## src/rtl/act_pkg.sv

```systemverilog
// conversion timing and trigger control: shared constants and types
// assumes one peripheral clock domain and CPU byte/bit accesses
package act_pkg;

    ////////////////////////////////////////////////////////////////////////////
    // trigger mode register
    localparam logic [19:0] CFG_ADDR = 20'hFFF32;
    localparam logic [7:0] CFG_RESET = 8'h00;
    localparam logic [7:0] CFG_WR_MASK = 8'hE3;
    localparam int TRIG_MODE_HI = 7;
    localparam int TRIG_MODE_LO = 6;
    localparam int ONE_SHOT_BIT = 5;
    localparam int TRIG_SRC_HI = 1;
    localparam int TRIG_SRC_LO = 0;

    localparam logic [1:0] TRIG_NO_WAIT = 2'h2;
    localparam logic [1:0] TRIG_WAIT = 2'h3;
    localparam logic [1:0] SRC_TIMER = 2'h0;
    localparam logic [1:0] SRC_BAD = 2'h1;
    localparam logic [1:0] SRC_RTC = 2'h2;
    localparam logic [1:0] SRC_ITV = 2'h3;

    ////////////////////////////////////////////////////////////////////////////
    // conversion clock counts
    localparam logic [4:0] SAMPLE_MODE1 = 5'h07;
    localparam logic [4:0] SAMPLE_MODE2 = 5'h05;
    localparam logic [4:0] TOTAL_MODE1 = 5'h13;
    localparam logic [4:0] TOTAL_MODE2 = 5'h11;
    localparam logic [4:0] RES8_SHORTEN = 5'h02;
    localparam logic [4:0] STAB_NORMAL = 5'h08;
    localparam logic [4:0] STAB_LOW = 5'h02;
    localparam logic [4:0] CNT_ONE = 5'h01;
    localparam logic [4:0] CNT_ZERO = 5'h00;
    localparam logic [1:0] SCAN_FIRST_CH = 2'h0;
    localparam logic [1:0] SCAN_LAST_CH = 2'h3;

    ////////////////////////////////////////////////////////////////////////////
    // divider
    localparam int DIV_W = 7;

    function automatic logic [DIV_W-1:0] div_of(input logic [2:0] sel);
        logic [DIV_W-1:0] d;
        d = 7'h40;
        unique case (sel)
            3'h0: d = 7'h40;
            3'h1: d = 7'h20;
            3'h2: d = 7'h10;
            3'h3: d = 7'h08;
            3'h4: d = 7'h06;
            3'h5: d = 7'h05;
            3'h6: d = 7'h04;
            3'h7: d = 7'h02;
        endcase
        return d;
    endfunction

    typedef enum logic [2:0] {
        ST_IDLE = 3'h0,
        ST_START = 3'h1,
        ST_STAB = 3'h3,
        ST_SAMPLE = 3'h2,
        ST_CONVERT = 3'h6
    } act_state_t;

endpackage

```

## src/rtl/act_clk_div.sv

```systemverilog
// conversion clock divider: one-cycle tick every divisor clocks
// assumes divisor is at least 2 and held stable while counting
module act_clk_div #(
    parameter int DIV_W = 7
) (
    input wire logic clk,
    input wire logic rst_n,
    input wire logic restart,
    input wire logic [DIV_W-1:0] divisor,
    output logic tick
);

    logic [DIV_W-1:0] cnt_q;
    logic [DIV_W-1:0] cnt_d;
    logic tick_q;
    logic tick_d;
    logic wrap;

    always_comb begin
        wrap = (cnt_q == divisor - {{(DIV_W-1){1'b0}}, 1'b1});
        cnt_d = cnt_q + {{(DIV_W-1){1'b0}}, 1'b1};
        if (restart || wrap) begin
            cnt_d = '0;
        end
        tick_d = wrap && !restart;
    end

    always_ff @(posedge clk) begin
        if (!rst_n) begin
            cnt_q <= '0;
            tick_q <= 1'b0;
        end else begin
            cnt_q <= cnt_d;
            tick_q <= tick_d;
        end
    end

    assign tick = tick_q;

endmodule // act_clk_div

```

## src/rtl/act_timing_ctrl.sv

```systemverilog
// conversion timing and trigger control for the successive approximation converter
// assumes CPU accesses synchronous to CORE_CLK, one access per cycle
// Operation
// - conversion clock is CORE_CLK over 64,32,16,8,6,5,4,2 by divider code
// - timing mode 1 takes 19 conversion clocks, 7 of them sampling
// - timing mode 2 takes 17 conversion clocks, 5 of them sampling
// - 8-bit resolution shortens each conversion by two conversion clocks
// - wait trigger mode, normal timing: 8 stabilization clocks before sampling
// - wait trigger mode, low-voltage timing: 2 stabilization clocks before sampling
// - later sequential conversions and scan channels 1-3 skip start and stabilization
// - start time only precedes the first conversion
// - trigger mode register is 8 bits, bit or byte writable, resets 0
// - trigger mode: 0x software, 10 hardware no-wait, 11 hardware wait
// - mode in 7:6, one-shot in 5, source in 1:0, 4:2 read zero
// - one-shot 0 converts continuously, 1 converts a single pass
// - source 00 timer, 10 rtc, 11 interval timer, 01 never triggers
// - run and enable give stopped, standby, converting; run without enable returns the sequencer to idle
// - wait mode sets run on a trigger; software set of run ignored
module act_timing_ctrl (
    input wire logic CORE_CLK,
    input wire logic RST_N,
    input wire logic [19:0] ADDR,
    input wire logic WE,
    input wire logic [7:0] WMASK,
    input wire logic [7:0] WDATA,
    input wire logic RE,
    output logic [7:0] RDATA,
    input wire logic [2:0] CLK_DIV_SEL,
    input wire logic [1:0] TIMING_MODE_SEL,
    input wire logic EIGHT_BIT_RES,
    input wire logic SCAN_MODE,
    input wire logic COMPARATOR_ENABLE,
    input wire logic CONV_RUN_SET,
    input wire logic CONV_RUN_CLR,
    input wire logic TIMER_CH1_EVENT,
    input wire logic RTC_EVENT,
    input wire logic INTERVAL_TIMER_EVENT,
    output logic CONV_RUN,
    output logic CONV_TICK,
    output logic STABILIZING,
    output logic SAMPLING,
    output logic CONVERTING,
    output logic CONV_DONE,
    output logic [1:0] SCAN_CHANNEL
);

    ////////////////////////////////////////////////////////////////////////////
    // register access
    logic [7:0] cfg_q;
    logic [7:0] cfg_d;
    logic [7:0] rdata_q;
    logic [7:0] rdata_d;
    logic hit;
    always_comb begin
        hit = (ADDR == act_pkg::CFG_ADDR);
        cfg_d = cfg_q;
        if (WE && hit) begin
            cfg_d = ((cfg_q & ~WMASK) | (WDATA & WMASK)) & act_pkg::CFG_WR_MASK;
        end
        rdata_d = (RE && hit) ? cfg_q : 8'h00;
    end

    always_ff @(posedge CORE_CLK) begin
        if (!RST_N) begin
            cfg_q <= act_pkg::CFG_RESET;
            rdata_q <= 8'h00;
        end else begin
            cfg_q <= cfg_d;
            rdata_q <= rdata_d;
        end
    end

    ////////////////////////////////////////////////////////////////////////////
    // decode
    logic [1:0] trig_mode;
    logic [1:0] trig_src;
    logic hw_mode;
    logic wait_mode;
    logic one_shot;
    logic hw_trig;
    logic [4:0] sample_len;
    logic [4:0] conv_len;
    logic [4:0] stab_len;
    logic [4:0] total_len;
    always_comb begin
        trig_mode = cfg_q[act_pkg::TRIG_MODE_HI:act_pkg::TRIG_MODE_LO];
        trig_src = cfg_q[act_pkg::TRIG_SRC_HI:act_pkg::TRIG_SRC_LO];
        one_shot = cfg_q[act_pkg::ONE_SHOT_BIT];
        hw_mode = trig_mode[1];
        wait_mode = (trig_mode == act_pkg::TRIG_WAIT);
        unique case (trig_src)
            act_pkg::SRC_TIMER: hw_trig = TIMER_CH1_EVENT;
            act_pkg::SRC_BAD: hw_trig = 1'b0;
            act_pkg::SRC_RTC: hw_trig = RTC_EVENT;
            act_pkg::SRC_ITV: hw_trig = INTERVAL_TIMER_EVENT;
        endcase
        sample_len = TIMING_MODE_SEL[0] ? act_pkg::SAMPLE_MODE2 : act_pkg::SAMPLE_MODE1;
        total_len = TIMING_MODE_SEL[0] ? act_pkg::TOTAL_MODE2 : act_pkg::TOTAL_MODE1;
        if (EIGHT_BIT_RES) begin
            total_len = total_len - act_pkg::RES8_SHORTEN;
        end
        conv_len = total_len - sample_len;
        stab_len = TIMING_MODE_SEL[1] ? act_pkg::STAB_LOW : act_pkg::STAB_NORMAL;
    end

    ////////////////////////////////////////////////////////////////////////////
    // conversion clock
    logic tick;
    logic div_restart;
    logic [act_pkg::DIV_W-1:0] divisor;

    assign divisor = act_pkg::div_of(CLK_DIV_SEL);
    act_clk_div #(
        .DIV_W(act_pkg::DIV_W)
    ) u_div (
        .clk(CORE_CLK),
        .rst_n(RST_N),
        .restart(div_restart),
        .divisor(divisor),
        .tick(tick)
    );

    ////////////////////////////////////////////////////////////////////////////
    // sequencer and run bit
    act_pkg::act_state_t state_q;
    act_pkg::act_state_t state_d;
    logic [4:0] cnt_q;
    logic [4:0] cnt_d;
    logic [1:0] chan_q;
    logic [1:0] chan_d;
    logic run_q;
    logic run_d;
    logic done_q;
    logic done_d;
    logic active;
    logic run_set;
    logic auto_clr;
    logic pass_end;
    logic last_ch;

    always_comb begin
        active = run_q && COMPARATOR_ENABLE;
        state_d = state_q;
        cnt_d = cnt_q;
        chan_d = chan_q;
        done_d = 1'b0;
        auto_clr = 1'b0;
        div_restart = 1'b0;
        last_ch = !SCAN_MODE || (chan_q == act_pkg::SCAN_LAST_CH);
        pass_end = (state_q == act_pkg::ST_CONVERT) && tick && (cnt_q == act_pkg::CNT_ZERO)
            && last_ch;
        run_set = wait_mode ? (hw_trig && COMPARATOR_ENABLE && state_q == act_pkg::ST_IDLE)
            : CONV_RUN_SET;
        unique case (state_q)
            act_pkg::ST_IDLE: begin
                chan_d = act_pkg::SCAN_FIRST_CH;
                if (wait_mode) begin
                    if (hw_trig && COMPARATOR_ENABLE) begin
                        state_d = act_pkg::ST_START;
                    end
                end else if (active && (!hw_mode || hw_trig)) begin
                    state_d = act_pkg::ST_START;
                end
            end
            act_pkg::ST_START: begin
                if (wait_mode) begin
                    div_restart = 1'b1;
                    state_d = act_pkg::ST_STAB;
                    cnt_d = stab_len - act_pkg::CNT_ONE;
                end else if (tick) begin
                    state_d = act_pkg::ST_SAMPLE;
                    cnt_d = sample_len - act_pkg::CNT_ONE;
                end
            end
            act_pkg::ST_STAB: begin
                if (tick) begin
                    cnt_d = cnt_q - act_pkg::CNT_ONE;
                    if (cnt_q == act_pkg::CNT_ZERO) begin
                        state_d = act_pkg::ST_SAMPLE;
                        cnt_d = sample_len - act_pkg::CNT_ONE;
                    end
                end
            end
            act_pkg::ST_SAMPLE: begin
                if (tick) begin
                    cnt_d = cnt_q - act_pkg::CNT_ONE;
                    if (cnt_q == act_pkg::CNT_ZERO) begin
                        state_d = act_pkg::ST_CONVERT;
                        cnt_d = conv_len - act_pkg::CNT_ONE;
                    end
                end
            end
            act_pkg::ST_CONVERT: begin
                if (tick) begin
                    cnt_d = cnt_q - act_pkg::CNT_ONE;
                    if (cnt_q == act_pkg::CNT_ZERO) begin
                        done_d = 1'b1;
                        cnt_d = sample_len - act_pkg::CNT_ONE;
                        state_d = act_pkg::ST_SAMPLE;
                        if (!last_ch) begin
                            chan_d = chan_q + 2'h1;
                        end else begin
                            chan_d = act_pkg::SCAN_FIRST_CH;
                            if (one_shot) begin
                                state_d = act_pkg::ST_IDLE;
                                auto_clr = !hw_mode || wait_mode;
                            end
                        end
                    end
                end
            end
            default: begin
                state_d = act_pkg::ST_IDLE;
            end
        endcase
        if (state_q != act_pkg::ST_IDLE && state_q != act_pkg::ST_START && !active) begin
            state_d = act_pkg::ST_IDLE;
            chan_d = act_pkg::SCAN_FIRST_CH;
        end
        if (state_q == act_pkg::ST_START && !active) begin
            state_d = act_pkg::ST_IDLE;
            div_restart = 1'b0;
        end
        run_d = run_q;
        if (CONV_RUN_CLR || auto_clr) begin
            run_d = 1'b0;
        end
        if (run_set) begin
            run_d = 1'b1; // set wins over clear
        end
    end

    always_ff @(posedge CORE_CLK) begin
        if (!RST_N) begin
            state_q <= act_pkg::ST_IDLE;
            cnt_q <= act_pkg::CNT_ZERO;
            chan_q <= act_pkg::SCAN_FIRST_CH;
            run_q <= 1'b0;
            done_q <= 1'b0;
        end else begin
            state_q <= state_d;
            cnt_q <= cnt_d;
            chan_q <= chan_d;
            run_q <= run_d;
            done_q <= done_d;
        end
    end

    assign RDATA = rdata_q;
    assign CONV_RUN = run_q;
    assign CONV_TICK = tick;
    assign STABILIZING = (state_q == act_pkg::ST_STAB);
    assign SAMPLING = (state_q == act_pkg::ST_SAMPLE);
    assign CONVERTING = (state_q == act_pkg::ST_CONVERT);
    assign CONV_DONE = done_q;
    assign SCAN_CHANNEL = chan_q;

    ////////////////////////////////////////////////////////////////////////////
    // tick spacing helper for checks
    logic [act_pkg::DIV_W-1:0] gap_q;
    logic [act_pkg::DIV_W-1:0] gap_d;
    logic gap_ok_q;
    logic gap_ok_d;
    logic [2:0] sel_prev_q;
    always_comb begin
        gap_d = gap_q + {{(act_pkg::DIV_W-1){1'b0}}, 1'b1};
        gap_ok_d = gap_ok_q;
        if (tick) begin
            gap_d = '0;
            gap_ok_d = 1'b1;
        end
        if (div_restart || CLK_DIV_SEL != sel_prev_q) begin
            gap_ok_d = 1'b0;
        end
    end

    always_ff @(posedge CORE_CLK) begin
        if (!RST_N) begin
            gap_q <= '0;
            gap_ok_q <= 1'b0;
            sel_prev_q <= 3'h0;
        end else begin
            gap_q <= gap_d;
            gap_ok_q <= gap_ok_d;
            sel_prev_q <= CLK_DIV_SEL;
        end
    end

    ////////////////////////////////////////////////////////////////////////////
    // checks
    AST_DIV_PERIOD: assert property (@(posedge CORE_CLK) disable iff (!RST_N)
        (tick && gap_ok_q && CLK_DIV_SEL == sel_prev_q) |-> (gap_q == divisor - 7'h01))
        else $error("conversion tick spacing does not match divider");
    AST_SAMPLE_LOAD: assert property (@(posedge CORE_CLK) disable iff (!RST_N)
        (state_q != act_pkg::ST_SAMPLE) ##1 (state_q == act_pkg::ST_SAMPLE)
        |-> (cnt_q == $past(sample_len) - act_pkg::CNT_ONE))
        else $error("sampling length wrong");
    AST_CONV_LOAD: assert property (@(posedge CORE_CLK) disable iff (!RST_N)
        (state_q == act_pkg::ST_SAMPLE) ##1 (state_q == act_pkg::ST_CONVERT)
        |-> (cnt_q == $past(conv_len) - act_pkg::CNT_ONE))
        else $error("conversion length wrong");
    AST_STAB_NORMAL: assert property (@(posedge CORE_CLK) disable iff (!RST_N)
        (state_q == act_pkg::ST_START && wait_mode && active && !TIMING_MODE_SEL[1])
        |=> (state_q == act_pkg::ST_STAB && cnt_q == act_pkg::STAB_NORMAL - act_pkg::CNT_ONE))
        else $error("normal stabilization count wrong");
    AST_STAB_LOW: assert property (@(posedge CORE_CLK) disable iff (!RST_N)
        (state_q == act_pkg::ST_START && wait_mode && active && TIMING_MODE_SEL[1])
        |=> (state_q == act_pkg::ST_STAB && cnt_q == act_pkg::STAB_LOW - act_pkg::CNT_ONE))
        else $error("low-voltage stabilization count wrong");
    AST_NO_RESTART: assert property (@(posedge CORE_CLK) disable iff (!RST_N)
        (state_q == act_pkg::ST_CONVERT) |=> (state_q != act_pkg::ST_START
        && state_q != act_pkg::ST_STAB))
        else $error("start or stabilization repeated after a conversion");
    AST_RESV_ZERO: assert property (@(posedge CORE_CLK) disable iff (!RST_N)
        (cfg_q & ~act_pkg::CFG_WR_MASK) == 8'h00)
        else $error("reserved bits not zero");
    AST_BIT_WRITE: assert property (@(posedge CORE_CLK) disable iff (!RST_N)
        (WE && hit) |=> ((cfg_q & ~$past(WMASK)) == ($past(cfg_q) & ~$past(WMASK)))
        && ((cfg_q & $past(WMASK)) == ($past(WDATA) & $past(WMASK) & act_pkg::CFG_WR_MASK)))
        else $error("masked write wrong");
    AST_SRC_BAD: assert property (@(posedge CORE_CLK) disable iff (!RST_N)
        (trig_src == act_pkg::SRC_BAD && state_q == act_pkg::ST_IDLE && hw_mode)
        |=> (state_q == act_pkg::ST_IDLE))
        else $error("prohibited source started a conversion");
    AST_WAIT_SW_SET: assert property (@(posedge CORE_CLK) disable iff (!RST_N)
        (wait_mode && !run_q && !hw_trig) |=> !run_q)
        else $error("run set without trigger in wait mode");
    AST_ONE_SHOT: assert property (@(posedge CORE_CLK) disable iff (!RST_N)
        (pass_end && active && one_shot && !CONV_RUN_SET && !run_set && !CONV_RUN_CLR)
        |=> (state_q == act_pkg::ST_IDLE && run_q == $past(hw_mode && !wait_mode)))
        else $error("one-shot pass end handled wrongly");
    AST_STANDBY: assert property (@(posedge CORE_CLK) disable iff (!RST_N)
        (!active && state_q != act_pkg::ST_IDLE) |=> (state_q == act_pkg::ST_IDLE))
        else $error("sequencer kept running without run and enable");

endmodule // act_timing_ctrl

```

## config.mk

```make
export PLATFORM = sky130hd
export DESIGN_NAME = act_timing_ctrl
export DESIGN_NICKNAME = d
export VERILOG_FILES = /design/src/rtl/act_pkg.sv /design/src/rtl/act_clk_div.sv /design/src/rtl/act_timing_ctrl.sv
export SDC_FILE = /design/constraint.sdc
export NUM_CORES = 1
export LEC_CHECK = 0
export ABC_AREA = 1
export BUFFER_PORTS_ARGS = -buffer_cell sky130_fd_sc_hd__buf_4
export CORE_MARGIN = 2
export CORE_UTILIZATION = 51
export CTS_BUF_LIST = sky130_fd_sc_hd__clkbuf_16
export CTS_CLUSTER_SIZE = 24
export DETAILED_ROUTE_END_ITERATION = 10
export GPL_TIMING_DRIVEN = 0
export PLACE_DENSITY = 0.84
export REMOVE_ABC_BUFFERS = 1
export SKIP_LAST_GASP = 1
export SLEW_MARGIN = 20
export SYNTH_ARGS = -nofsm -noshare
export SYNTH_HDL_FRONTEND = slang
export SYNTH_HIERARCHICAL = 1
export SYNTH_SLANG_ARGS = --single-unit
export TNS_END_PERCENT = 10
```

## constraint.sdc

```tcl
create_clock -name CORE_CLK -period 2.5 [get_ports CORE_CLK]
set_input_delay 0.5 -clock CORE_CLK [delete_from_list [all_inputs] [get_ports CORE_CLK]]
set_output_delay 0.5 -clock CORE_CLK [all_outputs]
set_load 0.02 [all_outputs]
```

# Yosys cells after proc, flatten, opt, wreduce, memory -nomap -nowiden
# Memory sizes are Yosys's and may differ from the RTL's.
# Index checks and enable logic that the tools add are counted.
[totals]
latchBits = 0
n_memories = 1
mem_bits_ro = 56
ramBits = 0
elab_cells = 123
register_bits = 30
[mem_list]
columns = ["name", "words", "word_bits", "rd", "rd_clocked_by_memory_dff", "write_ports", "line_no", "source"]
rows = [
  ["(no name shown)", 8, 7, 1, 0, 0, "act_pkg.sv:44", "unique case (sel)"],
]
[op_classes]
add_sub_neg = 9
mux = 42
bitwise_logic = 5
reduce_logical = 35
eq_ne = 22
div = 0
n_mul = 0
magnitude_cmp = 0
shifts = 0
[op_table]
columns = ["op", "count"]
rows = [
  ["5-bit 2-to-1 mux", 7],
  ["3-bit 2-to-1 mux", 11],
  ["20-bit equality test (second input constant)", 1],
  ["8-bit bitwise AND", 2],
  ["3-bit one-hot mux with 5 select lines", 1],
  ["5-bit one-hot mux with 3 select lines", 1],
  ["2-bit 2-to-1 mux", 7],
  ["2-bit by 1-bit inequality test with 1-bit output (second input constant)", 7],
  ["1-bit 2-to-1 mux", 12],
  ["1-bit logical AND", 10],
  ["5-bit by 1-bit subtractor with 5-bit output (second input constant)", 2],
  ["9-bit AND reduction", 1],
  ["2-bit equality test (second input constant)", 4],
  ["8-bit inverter", 1],
  ["8-bit OR", 1],
  ["7-bit by 1-bit adder with 7-bit output (second input constant)", 1],
  ["7-bit equality test", 1],
  ["7-bit by 1-bit subtractor with 7-bit output (second input constant)", 1],
  ["3-bit by 2-bit equality test with 1-bit output (second input constant)", 2],
  ["3-bit by 2-bit inequality test with 1-bit output (second input constant)", 2],
  ["3-bit AND reduction", 2],
  ["3-bit nonzero test", 2],
  ["2-bit OR reduction", 3],
  ["5-bit logical NOT", 1],
  ["other kinds (22)", 30],
]

# Longest topological paths before layout
[logic_depth]
depth_word = 10
depth_mapped = 16
depth_no_buf = 16

# Modules after synthesis
# The synthesis kept the hierarchy.
[by_module_without_submodules]
columns = ["module", "area_each_um2", "n_inst", "cells_each"]
rows = [
  ["act_timing_ctrl", 1491.4, 1, 234],
  ["act_clk_div", 564.3, 1, 89],
]

# Worst setup path after synthesis
# Ideal clock, no wire load.
[synth_path]
path_kind = "input to register"
startpoint = "input port CLK_DIV_SEL[0]"
endpoint = "register u_div.cnt_q[0]"
t_arrival_ns = 1.950
setup_slack_ns = 0.432
required_time_ns = 2.383
setup_time_ns = 0.117
cell_stages = 15
path_cell_list = "inv_1 > ha_1 > nor2_1 > inv_1 > ha_1 > nand2_1 > inv_1 > nor2_1 > nand2_1 > nor2_1 > nand2_1 > nor2_1 > nand3_2 > nand2_4 > nor2_1"
[synth_via]
elab_chain_cells = 5
[synth_lines]
columns = ["item", "line_no", "source"]
rows = [
  ["from (decl)", "act_timing_ctrl.sv:28", "input wire logic [2:0] CLK_DIV_SEL,"],
  ["memory read 8 x 7 bit", "--", ""],
  ["net divisor (one bit)", "act_timing_ctrl.sv:110", "logic [act_pkg::DIV_W-1:0] divisor;"],
  ["7-bit by 1-bit subtractor with 7-bit output", "act_clk_div.sv:20", "wrap = (cnt_q == divisor - {{(DIV_W-1){1'b0}}, 1'b1});"],
  ["7-bit equality test", "act_clk_div.sv:20", ""],
  ["1-bit logical OR", "act_clk_div.sv:22", "if (restart || wrap) begin"],
  ["2-bit OR reduction (no source line)", "--", ""],
  ["to (signal assigned)", "act_clk_div.sv:33", "cnt_q <= cnt_d;"],
  ["to (decl)", "act_clk_div.sv:13", "logic [DIV_W-1:0] cnt_q;"],
]
# The timed path passes the listed nets, and every way through them passes these cells.
# A chain may end at the register's enable or synchronous reset.

# Worst setup path after layout
# Same ends and word-level chain as after synthesis.

==> results.rst <==
.. list-table::
   :header-rows: 1

   * - Metric
     - Value
   * - Die area
     - 4550 sq um
   * - Global route overflow
     - 0
   * - MaxCap Viol Count
     - 0
   * - Ports placed on the boundary
     - slightly below 70
   * - GP Congestion
     - roughly 0.9
   * - H-tree depth reported by CTS
     - 2
   * - Worst hold start
     - WDATA[5]
   * - Post-synthesis share of cell area spent on full adders, half adders and majority gates
     - 0.0670
   * - Final Hold Viols
     - 0
   * - Maximum clock path buffer count
     - 2
   * - Final-stage net count
     - 451
   * - Layout cell share with drive strength beyond 1
     - 0.227
   * - Final Util
     - 0.681
   * - Antenna violations before repair
     - 0
   * - TritonCTS clock tree
     - yes
   * - Routed vias
     - 2143
   * - Post-synthesis cell type with the largest combined area
     - sky130_fd_sc_hd__dfxtp_1
   * - Total global routing track utilization
     - 0.228
   * - Cell types with the largest area share after synthesis
     - sky130_fd_sc_hd__dfxtp_1 (29%), sky130_fd_sc_hd__nand2_1 (13%), sky130_fd_sc_hd__nor2_1 (12%)
   * - Critical path data arrival time
     - 2.20 ns
   * - Hold bufs inserted after CTS
     - 0
   * - Clock network latency to the later pin of the worst-skew pair
     - approximately 0.27 ns
   * - Capturing element type of the critical path
     - flip-flop
   * - Yosys top cell area share
     - 0.292
   * - CTS buffer count
     - 5
   * - Mux contribution to synthesized area
     - 0
   * - DP Cell Count
     - 430
   * - Timing-limited maximum frequency
     - slightly below 0.5 GHz
   * - Wire length after detailed routing
     - approximately 4800 um
   * - # Post-CTS Setup Buffers
     - 0
   * - Async set-or-reset flop fraction in the synthesized netlist
     - 0
   * - Sequential-to-total area share from yosys stat
     - 0.292
   * - VDD IR-drop max
     - 0.000444 V
   * - Number of vias per cell
     - 4.89
   * - Xor and xnor area share after synthesis
     - 0.0469
   * - # resized after CTS
     - 0
   * - Post-route clock period utilization
     - 0.815
   * - Yosys reg bits
     - 30
   * - PD cells
     - 741 nW/um^2
   * - Leakage
     - 1.37 nW
   * - Status
     - finished clean
   * - Initial core utilization
     - 0.521
   * - Netlist area before placement
     - 2060 sq um
   * - Wire length per cell
     - 10.9 um
   * - Period minus WS final
     - 2.04 ns
   * - Standard cell core area
     - approximately 4000 sq um
   * - Vertical die dimension
     - 67.5 um
   * - Number of non-filler instances in the completed layout
     - 438
   * - Maximum cell stage delay along the critical path
     - 0.28 ns
   * - Post-Synthesis Mean Instance Area
     - roughly 6.4 sq um
   * - Worst setup path class
     - input pin to flip-flop
   * - Detailed Place HPWL
     - 3670 um
   * - Number of buffers and inverters on the critical path
     - 4
   * - Final count of pins violating max slew
     - 0
   * - Setup total negative slack
     - 0 ns
   * - Antenna diode count
     - 0
   * - Most frequent cell after synthesis
     - sky130_fd_sc_hd__nand2_1
   * - Simple-gate area share of the yosys netlist
     - 0.405
   * - DIE WIDTH
     - 67.5 um
   * - Number of enable flip-flop cells after synthesis
     - 0
   * - # port buffers
     - 59
   * - Iteration-0 DRC count of the detailed router
     - 162
   * - Post-Route Skew
     - 0.00229 ns
   * - CTS clk-pin slew, worst paths
     - roughly 0.050 ns
   * - Root Driver
     - sky130_fd_sc_hd__clkbuf_16
   * - Path type of the worst min-delay path
     - input pin to flip-flop
   * - Launch point of the worst reg-to-reg path
     - cnt_q[0]
   * - FP Rows
     - 23
   * - Worst EP required
     - 2.66 ns
   * - Post-synthesis cell count
     - between 300 and 400
   * - Number of detailed-routing iterations run before antenna repair
     - 4
   * - Sink count of the clock tree
     - 30
   * - Startpoint Class
     - input pin
   * - Total of endpoints with negative setup slack in the final report
     - 0
   * - Synthesis warning total
     - 6
   * - Syn-to-layout area delta
     - 30.6%
   * - Critical path fanouts, max
     - 7
   * - Commonest cells in the netlist
     - sky130_fd_sc_hd__nand2_1 (72), sky130_fd_sc_hd__nor2_1 (68), sky130_fd_sc_hd__inv_1 (44), sky130_fd_sc_hd__dfxtp_1 (30), sky130_fd_sc_hd__nand3_1 (20)
   * - Dominant combinational cell family by area after synthesis
     - simple AND/OR/NAND/NOR gates
   * - Pin count of the biggest net entering global routing
     - 12
   * - Number of global-route vias before repair
     - roughly 2000
   * - Cells along the critical path
     - buf_4 > inv_1 > ha_1 > nor2_1 > inv_1 > ha_1 > inv_1 > nand2_1 > nand3_1 > nand2_1 > nor2_1 > nand2_1 > nor2_1 > nand3_2 > nand2_4 > nor2_1
   * - Residual DRC count
     - 0
   * - Worst Setup SP
     - CLK_DIV_SEL[0]
   * - Top Family by Delay on Critical Path
     - simple AND/OR/NAND/NOR gates
   * - Count of cell types in the netlist
     - 32
   * - Compound-Gate Fraction of Synth Area
     - 0.0852
   * - Critical Path Most Common Cell
     - sky130_fd_sc_hd__nor2_1
   * - Slowest stage cell on the critical path
     - sky130_fd_sc_hd__ha_1
   * - RSZ-0062 raised after global routing
     - no
   * - Primary flip-flop cell chosen by synthesis mapping
     - sky130_fd_sc_hd__dfxtp_1
   * - First-pass GRT wire length
     - around 8000 um
   * - Number of nets with antenna violations after detailed routing
     - 0
-- path summary, 6_finish.rpt --
check	endpoint	slack, ns	cells after the start
max reg2reg	SCAN_CHANNEL[1]	0.93	8
max	u_div/cnt_q[0]	0.46	16
min reg2reg	u_div/cnt_q[0]	0.48	1
min	flip-flop	0.45	3
-- tightest hold or removal path, delay by kind of cell --
kind,cells,cell delay [ns]
AND/OR/NAND/NOR,2,0.11
buffers and inverters,1,0.08
-- layout by cell type (no fill, tap or decap), types with 2 or more instances in the layout --
cell                         n
sky130_fd_sc_hd__xor2_1      7
sky130_fd_sc_hd__clkbuf_16   5
sky130_fd_sc_hd__inv_1      44
sky130_fd_sc_hd__nand3_1    20
sky130_fd_sc_hd__nand4_1     8
sky130_fd_sc_hd__dfxtp_1    30
sky130_fd_sc_hd__inv_2       5
sky130_fd_sc_hd__ha_1       11
sky130_fd_sc_hd__nand2_4     2
sky130_fd_sc_hd__nor2_1     68
sky130_fd_sc_hd__nand2_2     3
sky130_fd_sc_hd__nand2_1    72
sky130_fd_sc_hd__nor2_2      5
sky130_fd_sc_hd__xnor2_1     4
sky130_fd_sc_hd__o21ai_1     5
sky130_fd_sc_hd__nor2_4      2
sky130_fd_sc_hd__o21ai_0     7
sky130_fd_sc_hd__a21oi_1    10
sky130_fd_sc_hd__buf_4      59
sky130_fd_sc_hd__conb_1      3
sky130_fd_sc_hd__nand3b_1    3
sky130_fd_sc_hd__nor3_1      2
-- cells by family (layout without fill, tap and decap cells) --
logic type	after synthesis	count (layout)
buf+inv	53	116
simple gates	189	189
compound gates	28	28
xor+xnor	11	11
fa+ha+maj	11	11
other cells	1	3
flops	30	30
-- per-layer routing --
metal | track usage | wire (um) | up-vias
met4 | 0.0918 | 93 | 0
met2 | 0.396 | 2300 | 55
met1 | 0.267 | 2080 | 950
met5 | 0 | 0 | -
li1 | - | - | 1130
met3 | 0.0583 | 290 | 8
-- report_power, final --
part,internal (mW),switching (mW)
logic,0.318,0.522
clock network,0.362,0.204
registers,0.529,0.0538
-- through the flow --
step | cell area (sq um) | hold slack, ns | setup WS [ns] | total power [mW]
2_1_floorplan | 2040 | 0.427 | 0.432 | 1.21
3_3_place_gp | 2540 | 0.462 | 0.168 | 1.39
3_5_place_dp | 2540 | 0.473 | 0.153 | 1.41
4_1_cts | 2680 | 0.448 | 0.443 | 1.99
5_1_grt | 2680 | 0.479 | 0.216 | 2.13
6_report | 2680 | 0.449 | 0.462 | 1.99
-- final cells by class --
class	count	area [sq um]
Timing Repair Buffer	59	443
Sequential cell	30	601
Multi-Input combinational cell	242	1250
Fill cell	369	1260
Clock buffer	5	125
Tap cell	50	62.6
Inverter	49	184
Clock inverter	3	16.3
(Power assumes the default switching activity.)
